$ cat src/hdl/fpsc_defs.vh
// Constants for the front panel and shutdown controller.
// Assumes a single 125 MHz clock and an APB master with 32-bit data.
// Function
// - Recording light on whenever unit is operational and ready to record.
// - Retrieval light on in retrieve mode or during satellite time sync.
// - Communication light on retrieval traffic, sync stage two, USB key.
// - Wraparound light red once storage filled and overwriting began.
// - Error light on error, drive light when engaged, satellite blinks.
// - With recording light on, retrieve press toggles retrieve mode.
// - With recording light off ports bypass; retrieve press puts 1,2 inline.
// - Reboot press starts immediate unflushed reboot, may take seconds.
// - Power button configurable: shutdown (default) or reboot.
// - Port light orange at high speed, green on link, off in bypass.
// - Shutdown press: bypass, flush, stop recording; recording light blinks.
// - Flush done: stop blinking, light all indicators, power light off.
// - Shutdown not abortable; buttons ignored until rear power cycled.
// - Reboot-mode power press stops recording, reboots; lights go dark. Code darkens only the recording, retrieval and port lights.
// - Every captured packet stored whole, frame check sequence included.
// - Under heavy 10G load, 10G traffic wins over gigabit ports.
// - Per-port management-accept flag gates management packets.
// - Management-accept flags reset to enabled on every port.
// - Management traffic ignored while retrieve mode is disabled.
// - Inline ports pair one-two, three-four, five-six.
`ifndef FPSC_DEFS_VH
`define FPSC_DEFS_VH
`define FPSC_CLK_MHZ       125
`define FPSC_DEBOUNCE_US   10
`define FPSC_DEBOUNCE_CYC  (`FPSC_DEBOUNCE_US * `FPSC_CLK_MHZ)
`define FPSC_BLINK_MS      250
`define FPSC_BLINK_CYC     (`FPSC_BLINK_MS * 1000 * `FPSC_CLK_MHZ)
`define FPSC_NPORT         6
`define FPSC_OFF_CTRL      12'h000
`define FPSC_OFF_STATUS    12'h004
`define FPSC_OFF_MGMT      12'h008
`define FPSC_OFF_PORTMODE  12'h00c
`define FPSC_CTRL_PWRRB    0
`define FPSC_CTRL_RETBOOT  1
`define FPSC_CTRL_FLUSHOK  2
`define FPSC_CTRL_RST      32'h0000_0000
`define FPSC_MGMT_RST      6'h3f
`endif

$ cat src/hdl/fpsc_top.v
// Front panel lights, buttons, port modes and shutdown sequence.
// Assumes buttons and rear switch sense are asynchronous pins; status
// levels from the capture datapath are on the same clock.
// Every output is registered, so the datapath sees each request one
// cycle after the sequencer decides it; nothing here needs a faster
// response than that.
//
// Local design decisions: register access over APB and the register addresses.
`timescale 1ns/1ps
`default_nettype none
`include "fpsc_defs.vh"
module fpsc_top #(
   parameter DEBOUNCE_CYC = `FPSC_DEBOUNCE_CYC,
   parameter BLINK_CYC    = `FPSC_BLINK_CYC
) (
   // Clock and reset
   input  wire        clock,
   input  wire        reset,
   // APB slave
   input  wire        psel,
   input  wire        penable,
   input  wire        pwrite,
   input  wire [11:0] paddr,
   input  wire [31:0] pwdata,
   output reg  [31:0] prdata,
   output reg         pready,
   output reg         pslverr,
   // Front panel buttons and rear power sense, asynchronous
   input  wire        btn_retrieve,
   input  wire        btn_reboot,
   input  wire        btn_power,
   input  wire        rear_power_on,
   // Datapath status
   input  wire        sys_ready,
   input  wire        sync_active,
   input  wire        sync_stage2,
   input  wire        retr_comm,
   input  wire        usb_comm,
   input  wire        wrapped,
   input  wire        error_flag,
   input  wire        drive_busy,
   input  wire [5:0]  port_link,
   input  wire [5:0]  port_fast,
   input  wire [5:0]  mgmt_pkt_seen,
   input  wire        load_10g_high,
   input  wire        flush_done,
   // Indicators
   output reg         recording_indicator,
   output reg         retrieval_indicator,
   output reg         comm_indicator,
   output reg         wrap_indicator,
   output reg         error_indicator,
   output reg         drive_activity_indicator,
   output reg         sat_indicator,
   output reg         power_btn_light,
   output reg  [5:0]  port_green,
   output reg  [5:0]  port_orange,
   // Datapath control
   output reg  [5:0]  port_inline,
   output reg  [5:0]  mgmt_accept,
   output reg         rec_enable,
   output reg         flush_req,
   output reg         reboot_req,
   output reg         keep_fcs,
   output reg         gbe_throttle
);
   localparam ST_RUN   = 2'd0;
   localparam ST_FLUSH = 2'd1;
   localparam ST_DONE  = 2'd2;
   localparam ST_RBT   = 2'd3;
   // Run: all buttons live, lights follow the datapath status.
   // Flush: bypass held and buffers draining; recording light blinks.
   // Done: everything lit but the power light; buttons stay dead until the rear switches
   // have gone off and on again, since the unit is about to lose power.
   // Reboot: recording, retrieval and port lights dark until the
   // datapath drops ready.

   reg [1:0]  state_r;
   reg        retmode_r;
   reg        pwr_reboot_r;
   reg        ret_boot_r;
   reg [5:0]  mgmt_en_r;
   reg        blink_r;
   reg [31:0] blink_cnt_r;
   reg        was_off_r;
   reg [1:0]  rear_sync_r;

   // Two-stage synchronisers and debounce per button. A level must hold
   // for the whole debounce count before it is believed, so a bouncing
   // contact costs latency, never a second press. Only the rising edge
   // of the filtered level makes an event; release is filtered too.
   wire [2:0] btn_raw = {btn_power, btn_reboot, btn_retrieve};
   wire [2:0] press;
   genvar g;
   generate
      for (g = 0; g < 3; g = g + 1) begin : gdb
         reg [1:0]  sync_r;
         reg        stable_r;
         reg        pulse_r;
         reg [15:0] cnt_r;
         always @(posedge clock or posedge reset) begin
            if (reset) begin
               sync_r   <= 2'b00;
               stable_r <= 1'b0;
               pulse_r  <= 1'b0;
               cnt_r    <= 16'h0000;
            end else begin
               sync_r  <= {sync_r[0], btn_raw[g]};
               pulse_r <= 1'b0;
               // Counter restarts whenever the raw level agrees again
               if (sync_r[1] == stable_r) begin
                  cnt_r <= 16'h0000;
               end else if (cnt_r >= DEBOUNCE_CYC[15:0] - 16'h0001) begin
                  cnt_r    <= 16'h0000;
                  stable_r <= sync_r[1];
                  pulse_r  <= sync_r[1];
               end else begin
                  cnt_r <= cnt_r + 16'h0001;
               end
            end
         end
         assign press[g] = pulse_r;
      end
   endgenerate

   // Buttons are dead after a shutdown starts until rear power is cycled
   wire locked   = (state_r == ST_FLUSH) || (state_r == ST_DONE);
   wire p_ret    = press[0] && !locked;
   wire p_rbt    = press[1] && !locked;
   wire p_pwr    = press[2] && !locked;
   // Recording only counts in run; the flush blinks the light instead
   wire rec_on   = sys_ready && (state_r == ST_RUN);
   wire rear_on  = rear_sync_r[1];

   // Register map, one aligned word each:
   //   control   bit 0 power button reboots, bit 1 retrieve mode at boot
   //   status    retrieve mode, wrapped, state, recording, blink; read only
   //   mgmt      per-port management-accept flags, all set at reset
   //   port mode ports now inline; read only
   // Unmapped words answer with an error, read zero and drop writes.
   function [2:0] reg_index;
      input [11:0] addr;
      begin
         case (addr)
            `FPSC_OFF_CTRL:     reg_index = 3'h0;
            `FPSC_OFF_STATUS:   reg_index = 3'h1;
            `FPSC_OFF_MGMT:     reg_index = 3'h2;
            `FPSC_OFF_PORTMODE: reg_index = 3'h3;
            default:            reg_index = 3'h4;
         endcase
      end
   endfunction

   // APB decode
   wire        apb_acc  = psel && penable && pready;
   wire        apb_wr   = apb_acc && pwrite;
   wire [2:0]  reg_sel  = reg_index(paddr);
   wire        hit_ctrl = (reg_sel == 3'h0);
   wire        hit_stat = (reg_sel == 3'h1);
   wire        hit_mgmt = (reg_sel == 3'h2);
   wire        hit_pm   = (reg_sel == 3'h3);
   wire        mapped   = !reg_sel[2];
   reg  [31:0] rd_nxt;

   // Read mux; unmapped words read zero
   always @* begin
      rd_nxt = 32'h0000_0000;
      if (hit_ctrl)
         rd_nxt = {30'h0, ret_boot_r, pwr_reboot_r};
      else if (hit_stat)
         rd_nxt = {26'h0, retmode_r, wrapped, state_r, rec_on, blink_r};
      else if (hit_mgmt)
         rd_nxt = {26'h0, mgmt_en_r};
      else if (hit_pm)
         rd_nxt = {26'h0, port_inline};
   end

   always @(posedge clock or posedge reset) begin
      if (reset) begin
         pready  <= 1'b0;
         prdata  <= 32'h0000_0000;
         pslverr <= 1'b0;
      end else begin
         // No wait state: answer in the cycle after setup. Read data is
         // captured then and holds through the access phase.
         pready  <= psel && !pready;
         prdata  <= rd_nxt;
         pslverr <= psel && !pready && !mapped;
      end
   end

   // Control and management flags; writes land on the access edge only
   always @(posedge clock or posedge reset) begin
      if (reset) begin
         pwr_reboot_r <= 1'b0;
         ret_boot_r   <= 1'b0;
         mgmt_en_r    <= `FPSC_MGMT_RST;
      end else if (apb_wr && hit_ctrl) begin
         pwr_reboot_r <= pwdata[`FPSC_CTRL_PWRRB];
         ret_boot_r   <= pwdata[`FPSC_CTRL_RETBOOT];
      end else if (apb_wr && hit_mgmt) begin
         mgmt_en_r <= pwdata[5:0];
      end
   end

   // Blink timer shared by every blinking light, so they stay in step;
   // its half period sets the visible rate.
   always @(posedge clock or posedge reset) begin
      if (reset) begin
         blink_cnt_r <= 32'h0000_0000;
         blink_r     <= 1'b0;
      end else if (blink_cnt_r >= BLINK_CYC - 1) begin
         blink_cnt_r <= 32'h0000_0000;
         blink_r     <= !blink_r;
      end else begin
         blink_cnt_r <= blink_cnt_r + 32'h0000_0001;
      end
   end

   // Shutdown and reboot sequencing
   always @(posedge clock or posedge reset) begin
      if (reset) begin
         state_r     <= ST_RUN;
         rear_sync_r <= 2'b00;
         was_off_r   <= 1'b0;
         retmode_r   <= 1'b0;
      end else begin
         // Rear sense goes through its own two flip-flops
         rear_sync_r <= {rear_sync_r[0], rear_power_on};
         case (state_r)
            ST_RUN: begin
               // A reboot press wins over a power press in the same cycle
               if (p_rbt)
                  state_r <= ST_RBT;
               else if (p_pwr && pwr_reboot_r)
                  state_r <= ST_RBT;
               else if (p_pwr)
                  state_r <= ST_FLUSH;
               if (p_ret && rec_on)
                  retmode_r <= !retmode_r;
            end
            ST_FLUSH: begin
               // Flush done is the only way out: no button aborts it
               was_off_r <= 1'b0;
               if (flush_done)
                  state_r <= ST_DONE;
            end
            ST_DONE: begin
               // Only a full rear off-then-on cycle releases the lock
               if (!rear_on)
                  was_off_r <= 1'b1;
               else if (was_off_r) begin
                  state_r   <= ST_RUN;
                  was_off_r <= 1'b0;
                  retmode_r <= ret_boot_r;
               end
            end
            ST_RBT: begin
               // Reboot done once the unit drops ready
               if (!sys_ready)
                  state_r <= ST_RUN;
               // Retrieve mode restarts from its boot setting
               retmode_r <= ret_boot_r;
            end
            default: state_r <= ST_RUN;
         endcase
      end
   end

   // Datapath control follows the sequencer by one cycle
   always @(posedge clock or posedge reset) begin
      if (reset) begin
         mgmt_accept  <= 6'h00;
         rec_enable   <= 1'b0;
         flush_req    <= 1'b0;
         reboot_req   <= 1'b0;
         keep_fcs     <= 1'b1;
         gbe_throttle <= 1'b0;
      end else begin
         // The frame check sequence is never stripped, in any port mode
         keep_fcs     <= 1'b1;
         gbe_throttle <= load_10g_high;
         flush_req    <= (state_r == ST_FLUSH);
         reboot_req   <= (state_r == ST_RBT);
         rec_enable   <= rec_on;
         // Management passes only on flagged ports in retrieve mode
         mgmt_accept  <= mgmt_en_r & {6{retmode_r}}
                         & mgmt_pkt_seen;
      end
   end

   // Ports pair in order; inline only when the unit records. Ports
   // one and two stay inline after a retrieve press until recording
   // starts, so the first route passes traffic before boot is done.
   always @(posedge clock or posedge reset) begin
      if (reset) begin
         port_inline <= 6'h00;
      end else if (state_r != ST_RUN) begin
         port_inline <= 6'h00;
      end else if (rec_on) begin
         port_inline <= 6'h3f;
      end else if (p_ret) begin
         port_inline <= 6'h03;
      end else if (port_inline != 6'h03) begin
         port_inline <= 6'h00;
      end
   end

   // Per-port lights: dark in bypass or without link
   wire [5:0] green_nxt;
   wire [5:0] orange_nxt;
   generate
      for (g = 0; g < `FPSC_NPORT; g = g + 1) begin : gport
         assign green_nxt[g]  = port_link[g] & port_inline[g];
         assign orange_nxt[g] = port_link[g] & port_fast[g] & port_inline[g];
      end
   endgenerate

   // Indicators
   always @(posedge clock or posedge reset) begin
      if (reset) begin
         recording_indicator      <= 1'b0;
         retrieval_indicator      <= 1'b0;
         comm_indicator           <= 1'b0;
         wrap_indicator           <= 1'b0;
         error_indicator          <= 1'b0;
         drive_activity_indicator <= 1'b0;
         sat_indicator            <= 1'b0;
         power_btn_light          <= 1'b0;
         port_green               <= 6'h00;
         port_orange              <= 6'h00;
      end else begin
         case (state_r)
            ST_DONE: begin
               // All lights on but the power light tells the operator it is safe to switch off
               recording_indicator      <= 1'b1;
               retrieval_indicator      <= 1'b1;
               comm_indicator           <= 1'b1;
               wrap_indicator           <= 1'b1;
               error_indicator          <= 1'b1;
               drive_activity_indicator <= 1'b1;
               sat_indicator            <= 1'b1;
               power_btn_light          <= 1'b0;
               port_green               <= 6'h3f;
               port_orange              <= 6'h3f;
            end
            ST_RBT: begin
               recording_indicator <= 1'b0;
               retrieval_indicator <= 1'b0;
               port_green          <= 6'h00;
               port_orange         <= 6'h00;
               // Power light stays on: the unit is not shutting down
               power_btn_light     <= 1'b1;
            end
            default: begin
               // Recording light blinks through the whole flush
               if (state_r == ST_FLUSH)
                  recording_indicator <= blink_r;
               else
                  recording_indicator <= rec_on;
               retrieval_indicator <= retmode_r || sync_active;
               comm_indicator <= retr_comm || sync_stage2
                                 || usb_comm;
               wrap_indicator <= wrapped;
               error_indicator <= error_flag;
               drive_activity_indicator <= drive_busy;
               sat_indicator <= sync_active && blink_r;
               power_btn_light <= 1'b1;
               port_green  <= green_nxt;
               port_orange <= orange_nxt;
            end
         endcase
      end
   end
endmodule
`default_nettype wire

$ cat config.mk
export PLATFORM = sky130hd
export DESIGN_NAME = fpsc_top
export DESIGN_NICKNAME = d
export VERILOG_FILES = /design/src/hdl/fpsc_top.v
export VERILOG_INCLUDE_DIRS = /design/src /design/src/hdl
export SDC_FILE = /design/constraint.sdc
export NUM_CORES = 1
export LEC_CHECK = 0
export ABC_AREA = 1
export BUFFER_PORTS_ARGS = -buffer_cell sky130_fd_sc_hd__clkbuf_2
export CELL_PAD_IN_SITES_DETAIL_PLACEMENT = 1
export CELL_PAD_IN_SITES_GLOBAL_PLACEMENT = 2
export CORE_ASPECT_RATIO = 0.7
export CORE_MARGIN = 2
export CORE_UTILIZATION = 32
export DETAILED_ROUTE_END_ITERATION = 16
export HOLD_SLACK_MARGIN = 0.03
export PLACE_DENSITY = 0.87
export SYNTH_ARGS = -nofsm -noshare
export SYNTH_HDL_FRONTEND = slang
export SYNTH_SLANG_ARGS = --single-unit
export TNS_END_PERCENT = 30
$ cat constraint.sdc
create_clock -name clock -period 5.9 [get_ports clock]
set_clock_uncertainty 0.1 [all_clocks]
set_input_delay 0.59 -clock clock [delete_from_list [all_inputs] [get_ports clock]]
set_output_delay 0.59 -clock clock [all_outputs]
set_load 0.005 [all_outputs]
## After elaboration in Yosys (flattened, before gate mapping)

Cells that the tools add are included.
W data, S select, Z words.

- Register bits: 177
- Input port bits: 81
- Output and inout port bits: 71
- Word-level logic and storage cells: 173

- $add $sub $neg: 4
- Magnitude comparators: 4
- Equality and inequality tests: 19
- Muxes and demuxes: 47
- Bitwise logic cells: 24
- Reduce and logical (&&, ||, !) cells: 35

Operator list:

| kind | count |
|---|---|
| $mux W16 | 6 |
| $add A16 B1 Y16 const B | 3 |
| $ge A16 B11 Y1 const B | 3 |
| $mux W6 | 8 |
| $add A32 B1 Y32 const B | 1 |
| $ge A32 B25 Y1 const B | 1 |
| $mux W32 | 1 |
| $eq A12 B4 Y1 const B | 2 |
| $pmux W6 S2 | 2 |
| $and A1 B1 Y1 | 18 |
| $pmux W1 S2 | 8 |
| $logic_and A1 B1 Y1 | 14 |
| $mux W2 | 7 |
| $and A6 B6 Y6 | 2 |
| $eq A12 B3 Y1 const B | 1 |
| $logic_not A12 Y1 | 1 |
| $mux W1 | 12 |
| $pmux W3 S4 | 1 |
| $ne A2 B2 Y1 const B | 4 |
| $pmux W2 S4 | 1 |
| $reduce_and A2 Y1 | 4 |
| $eq A3 B2 Y1 const B | 2 |
| $ne A6 B2 Y1 const B | 1 |
| $reduce_and A5 Y1 | 1 |
| other kinds (16) | 29 |

## Logic depth before layout (Yosys ltp)

- Word-level depth: 8
- Mapped depth: 11
- Gate-level depth less buffers: 11

## Least setup slack after synthesis

No wires, ideal clock.

- Path kind: reg2reg
- Start: register state_r[1]
- End: register state_r[1]
- Setup time: 128 ps
- Data arrival time: 1457 ps
- Required time: 5672 ps
- Setup slack: 4215 ps
- Stages on the path, launching flop included: 8
- Buffers on the path: 0
- Clock period less this slack: 1685 ps
- Cell sequence: dfrtp_1 clkinv_1 ha_1 inv_1 a21oi_1 o21ai_0 nand2_1 o21ai_0

- Longest elaborated chain between the ends: 8
- Elaborated cells between the ends (all ways): 18
- Classes of those cells: 8 x eq/ne; 3 x mux; 7 x reduce/logical

Ends and longest elaborated chain:

| what | line | source |
|---|---|---|
| from (decl) | fpsc_top.v:78 | `reg [1:0] state_r;` |
| from (signal assigned) | fpsc_top.v:223 | `state_r <= ST_RUN;` |
| from (signal assigned) | fpsc_top.v:234 | `state_r <= ST_RBT;` |
| from (signal assigned) | fpsc_top.v:236 | `state_r <= ST_RBT;` |
| $eq A2 B1 Y1 or $eq A2 B2 Y1 (tied branches) | fpsc_top.v:127 | `wire locked = (state_r == ST_FLUSH) \|\| (state_r == ST_DONE);` |
| $logic_or A1 B1 Y1 * | fpsc_top.v:127 |  |
| named net locked | fpsc_top.v:127 |  |
| $logic_not A1 Y1 * | fpsc_top.v:129, fpsc_top.v:130 |  |
| $logic_and A1 B1 Y1 | fpsc_top.v:130 | `wire p_pwr = press[2] && !locked;` |
| $logic_and A1 B1 Y1 | fpsc_top.v:235 | `else if (p_pwr && pwr_reboot_r)` |
| $mux W2 | fpsc_top.v:235 |  |
| $mux W2 | fpsc_top.v:233 | `if (p_rbt)` |
| $pmux W2 S4 | fpsc_top.v:230 | `case (state_r)` |

Mark *: on every way through the listed nets, which the timed path passes. The rest lies on a longest branch.
A chain may end at the register's enable or synchronous reset.

## Final worst setup path

- Start: register state_r[1]
- End: register state_r[0]

Same word-level chain as after synthesis.

==> results.toml <==
[final_layout]
antenna_cells = 0
nets = 928
area_delta_synth_final_pct = 19.67
mostFrequentLayoutCell = "dfrtp_1"
final_cell_mix = "141 x dfrtp_1, 111 x nor2_1, 109 x nand2_1"
utilization = 0.3940
n_fill_cell = 2355
drive_gt1_frac = 0.1820
postLayoutCellArea_um2 = 7864

[cts]
clk_latency_ns = 0.42
cts_resized = 0
cts-buffers-inserted = 17
clockRootBuffer = "clkbuf_16"
htreeDepth = 4
path_clk_slew_ns = 0.06
post-cts-setup-buffers = 0
holdBufCountCts = 0
cts_tree = "built"
clockBufferDepth = 2
clock_sinks = 147

[setup_path]
regToRegSetupSlack_ns = 3.72
ff2ff_path_depth = 8
setup.worst_path.end_class = "flip-flop"
worst-endpoint-required_ns = 6.12
start_kind = "flip-flop"
r2r-start = "state_r[1]"
cp_max_fo = 9
r2r-end = "state_r[0]"
crit_type = "flip-flop to flip-flop"
arrival_ns = 2.40

[placed_design]
post-dp-hpwl_um = 11210
port_buffers = 98
placed_cell_area_um2 = 7305
place_congestion = 0.7537

[timing]
slew_headroom = 0.4817
worst_pin_slew_ns = 0.7775
finalHoldViolations = 0
setup_viol = 0
maxClockFrequency_mhz = 458.7
rsz0062_at_grt = "no"
fin_crit_sh = 0.3695
finalCriticalPeriod_ns = 2.180
final.setup.tns_ns = 0
slew_viol_final = 0

[flow_run]
max_cap_viol_count = 0

[route]
first_pass_iters = 4
route.detailed.drc = 0
vias_per_cell = 4.470
finalWirelength_um = 15370
ant_nets = 0
routedWlPerCell_um = 13.77
drt_iter0_markers = 214
vias = 4989

[synthesis]
synth_area_um2 = 6571
synth_top_area_share = 0.5369
synth-seq-area-share = 0.5609
synth_area_leaders = "dfrtp_1 54%, nor2_1 6.3%, nand2_1 6.2%"
syn_avg_cell_area_um2 = 9.295
synth_seq_cells = 147
syn_inst = 707
yosysTopAreaCell = "dfrtp_1"
synth_warnings = 0
ys_types = 36

[pwr]
leakagePower_nw = 3.685
power_density_nw_per_um2 = 323.8
p_int_mw = 1.817
ir_worst_vdd_uv = 188.2
p_switching_mw = 0.7289
seq_power_share = 0.457
clkPwrFrac = 0.405
combPwrFrac = 0.138
switching_share = 0.2863

[min_path]
worstHoldStart = "load_10g_high"
worstHoldEndpoint = "gbe_throttle"
hold_depth = 1
hold_path.class = "input port to flip-flop"

[global_routing]
gr-usage-met1 = 0.2152
grt_overflow = 0
use_met2 = 0.2335
antenna_found_initial = 0
grt_pass1_vias = 5046
grt_pass1_wl_um = 25730
gr-usage-all-layers = 0.1510
grt_max_degree = 88
gr-usage-met3 = 0.03358
grt.busiest_layer = "met2"

[floorplan]
rows = 43
io_pins = 152
die_area_um2 = 21720
core_um2 = 19960
start_util = 0.3292
dieWidth_um = 175.3
die_y_um = 123.9

[status]
status = "complete, no violations"
==> worst max-delay path, cell delays in order (launching register included) <==
cell and delay, ns:
dfrtp_1 0.46, clkinv_1 0.35, ha_1 0.50, inv_1 0.08, a21oi_1 0.18, o21ai_0 0.15
nand2_1 0.14, nand2_1 0.06, o21ai_0 0.08
==> cell type report <==
class                      count  area (um2)  area share
timing repair buffer          99       498.0     0.06333
tap                          270       337.8     0.04296
clock buffer                  18       429.2     0.05457
sequential                   147        3686      0.4687
clock inverter                14       130.1     0.01655
multi-input combinational    485        2466      0.3136
inverter                      83       316.6     0.04025
==> through the flow <==
| stage | hold slack, ns | cells | power, mW | setup slack [ns] |
|---|---|---|---|---|
| after floorplan | 0.2312 | 754 | 1.374 | 1.269 |
| after global placement | 0.2334 | 1084 | 1.522 | 3.667 |
| after detailed placement | 0.2363 | 1084 | 1.538 | 3.648 |
| after CTS | 0.1637 | 1116 | 2.576 | 3.729 |
| after global routing | 0.1632 | 1116 | 2.681 | 3.447 |
| final | 0.1760 | 1116 | 2.546 | 3.720 |
==> metal layers <==
layer	part of all wire	vias to the layer above
met5	0	-
met4	0.0096	0
met3	0.043	17
met2	0.44	102
met1	0.50	2440
li1	-	2430
==> cell usage after synthesis <==
cell	count
a31oi_1	2
a21oi_1	12
nand2_1	109
a41oi_1	1
inv_2	1
nand3_2	2
buf_4	31
and2_1	1
o22a_1	3
nor3_2	2
o21ai_1	6
nand3_1	48
buf_2	5
nand2_4	1
nor2_1	111
o211ai_1	1
clkinv_1	1
conb_1	2
nand4_1	23
nand2_2	5
clkbuf_1	1
o22ai_1	1
nor2_4	4
and3_1	1
nor3b_1	4
xnor2_1	9
dfstp_2	6
nor3_1	24
dfrtp_1	141
xor2_1	29
inv_1	81
o211a_1	1
o21ai_0	20
nor2_2	2
ha_1	14
buf_6	2
==> cells by family after synthesis <==
| group | Yosys count | synth area share |
|---|---|---|
| adder cells (fa/ha/maj) | 14 | 0.02666 |
| flip-flops | 147 | 0.5609 |
| buffers and inverters | 122 | 0.09063 |
| other | 2 | 0.001143 |
| AND/OR/NAND/NOR | 337 | 0.2302 |
| XOR/XNOR | 38 | 0.05065 |
| AO/OA/AOI/OAI | 47 | 0.03980 |
==> power groups by stage <==
stage                     clock network, mW  logic [mW]  registers, mW
after floorplan                           0       0.202           1.17
after global placement                    0       0.342           1.18
after detailed placement                  0       0.352           1.19
after CTS                              1.05       0.356           1.17
after global routing                   1.10       0.406           1.18
final                                  1.03       0.352           1.16
==> worst max-delay path by stage <==
stage                           to       start  depth (start not counted)  slack, ns
floorplan           blink_cnt_r[0]       reset                          1       1.27
global placement     port_green[2]       reset                          3       3.67
detailed placement  port_orange[3]       reset                          3       3.65
CTS                     state_r[0]  state_r[1]                          8       3.73
global route            state_r[1]  state_r[1]                          8       3.45
finish                  state_r[0]  state_r[1]                          8       3.72
==> flip-flops by register name (all words and copies together), names as in the netlist, 2 cells and up <==
signal / flops
blink_cnt_r: 32
gdb.cnt_r: 48
gdb.pulse_r: 3
gdb.stable_r: 3
gdb.sync_r: 6
mgmt_accept: 6
mgmt_en_r: 6
port_green: 6
port_inline: 2
port_orange: 6
prdata: 6
rear_sync_r: 2
state_r: 2
Power figures use the tool's default switching activity.
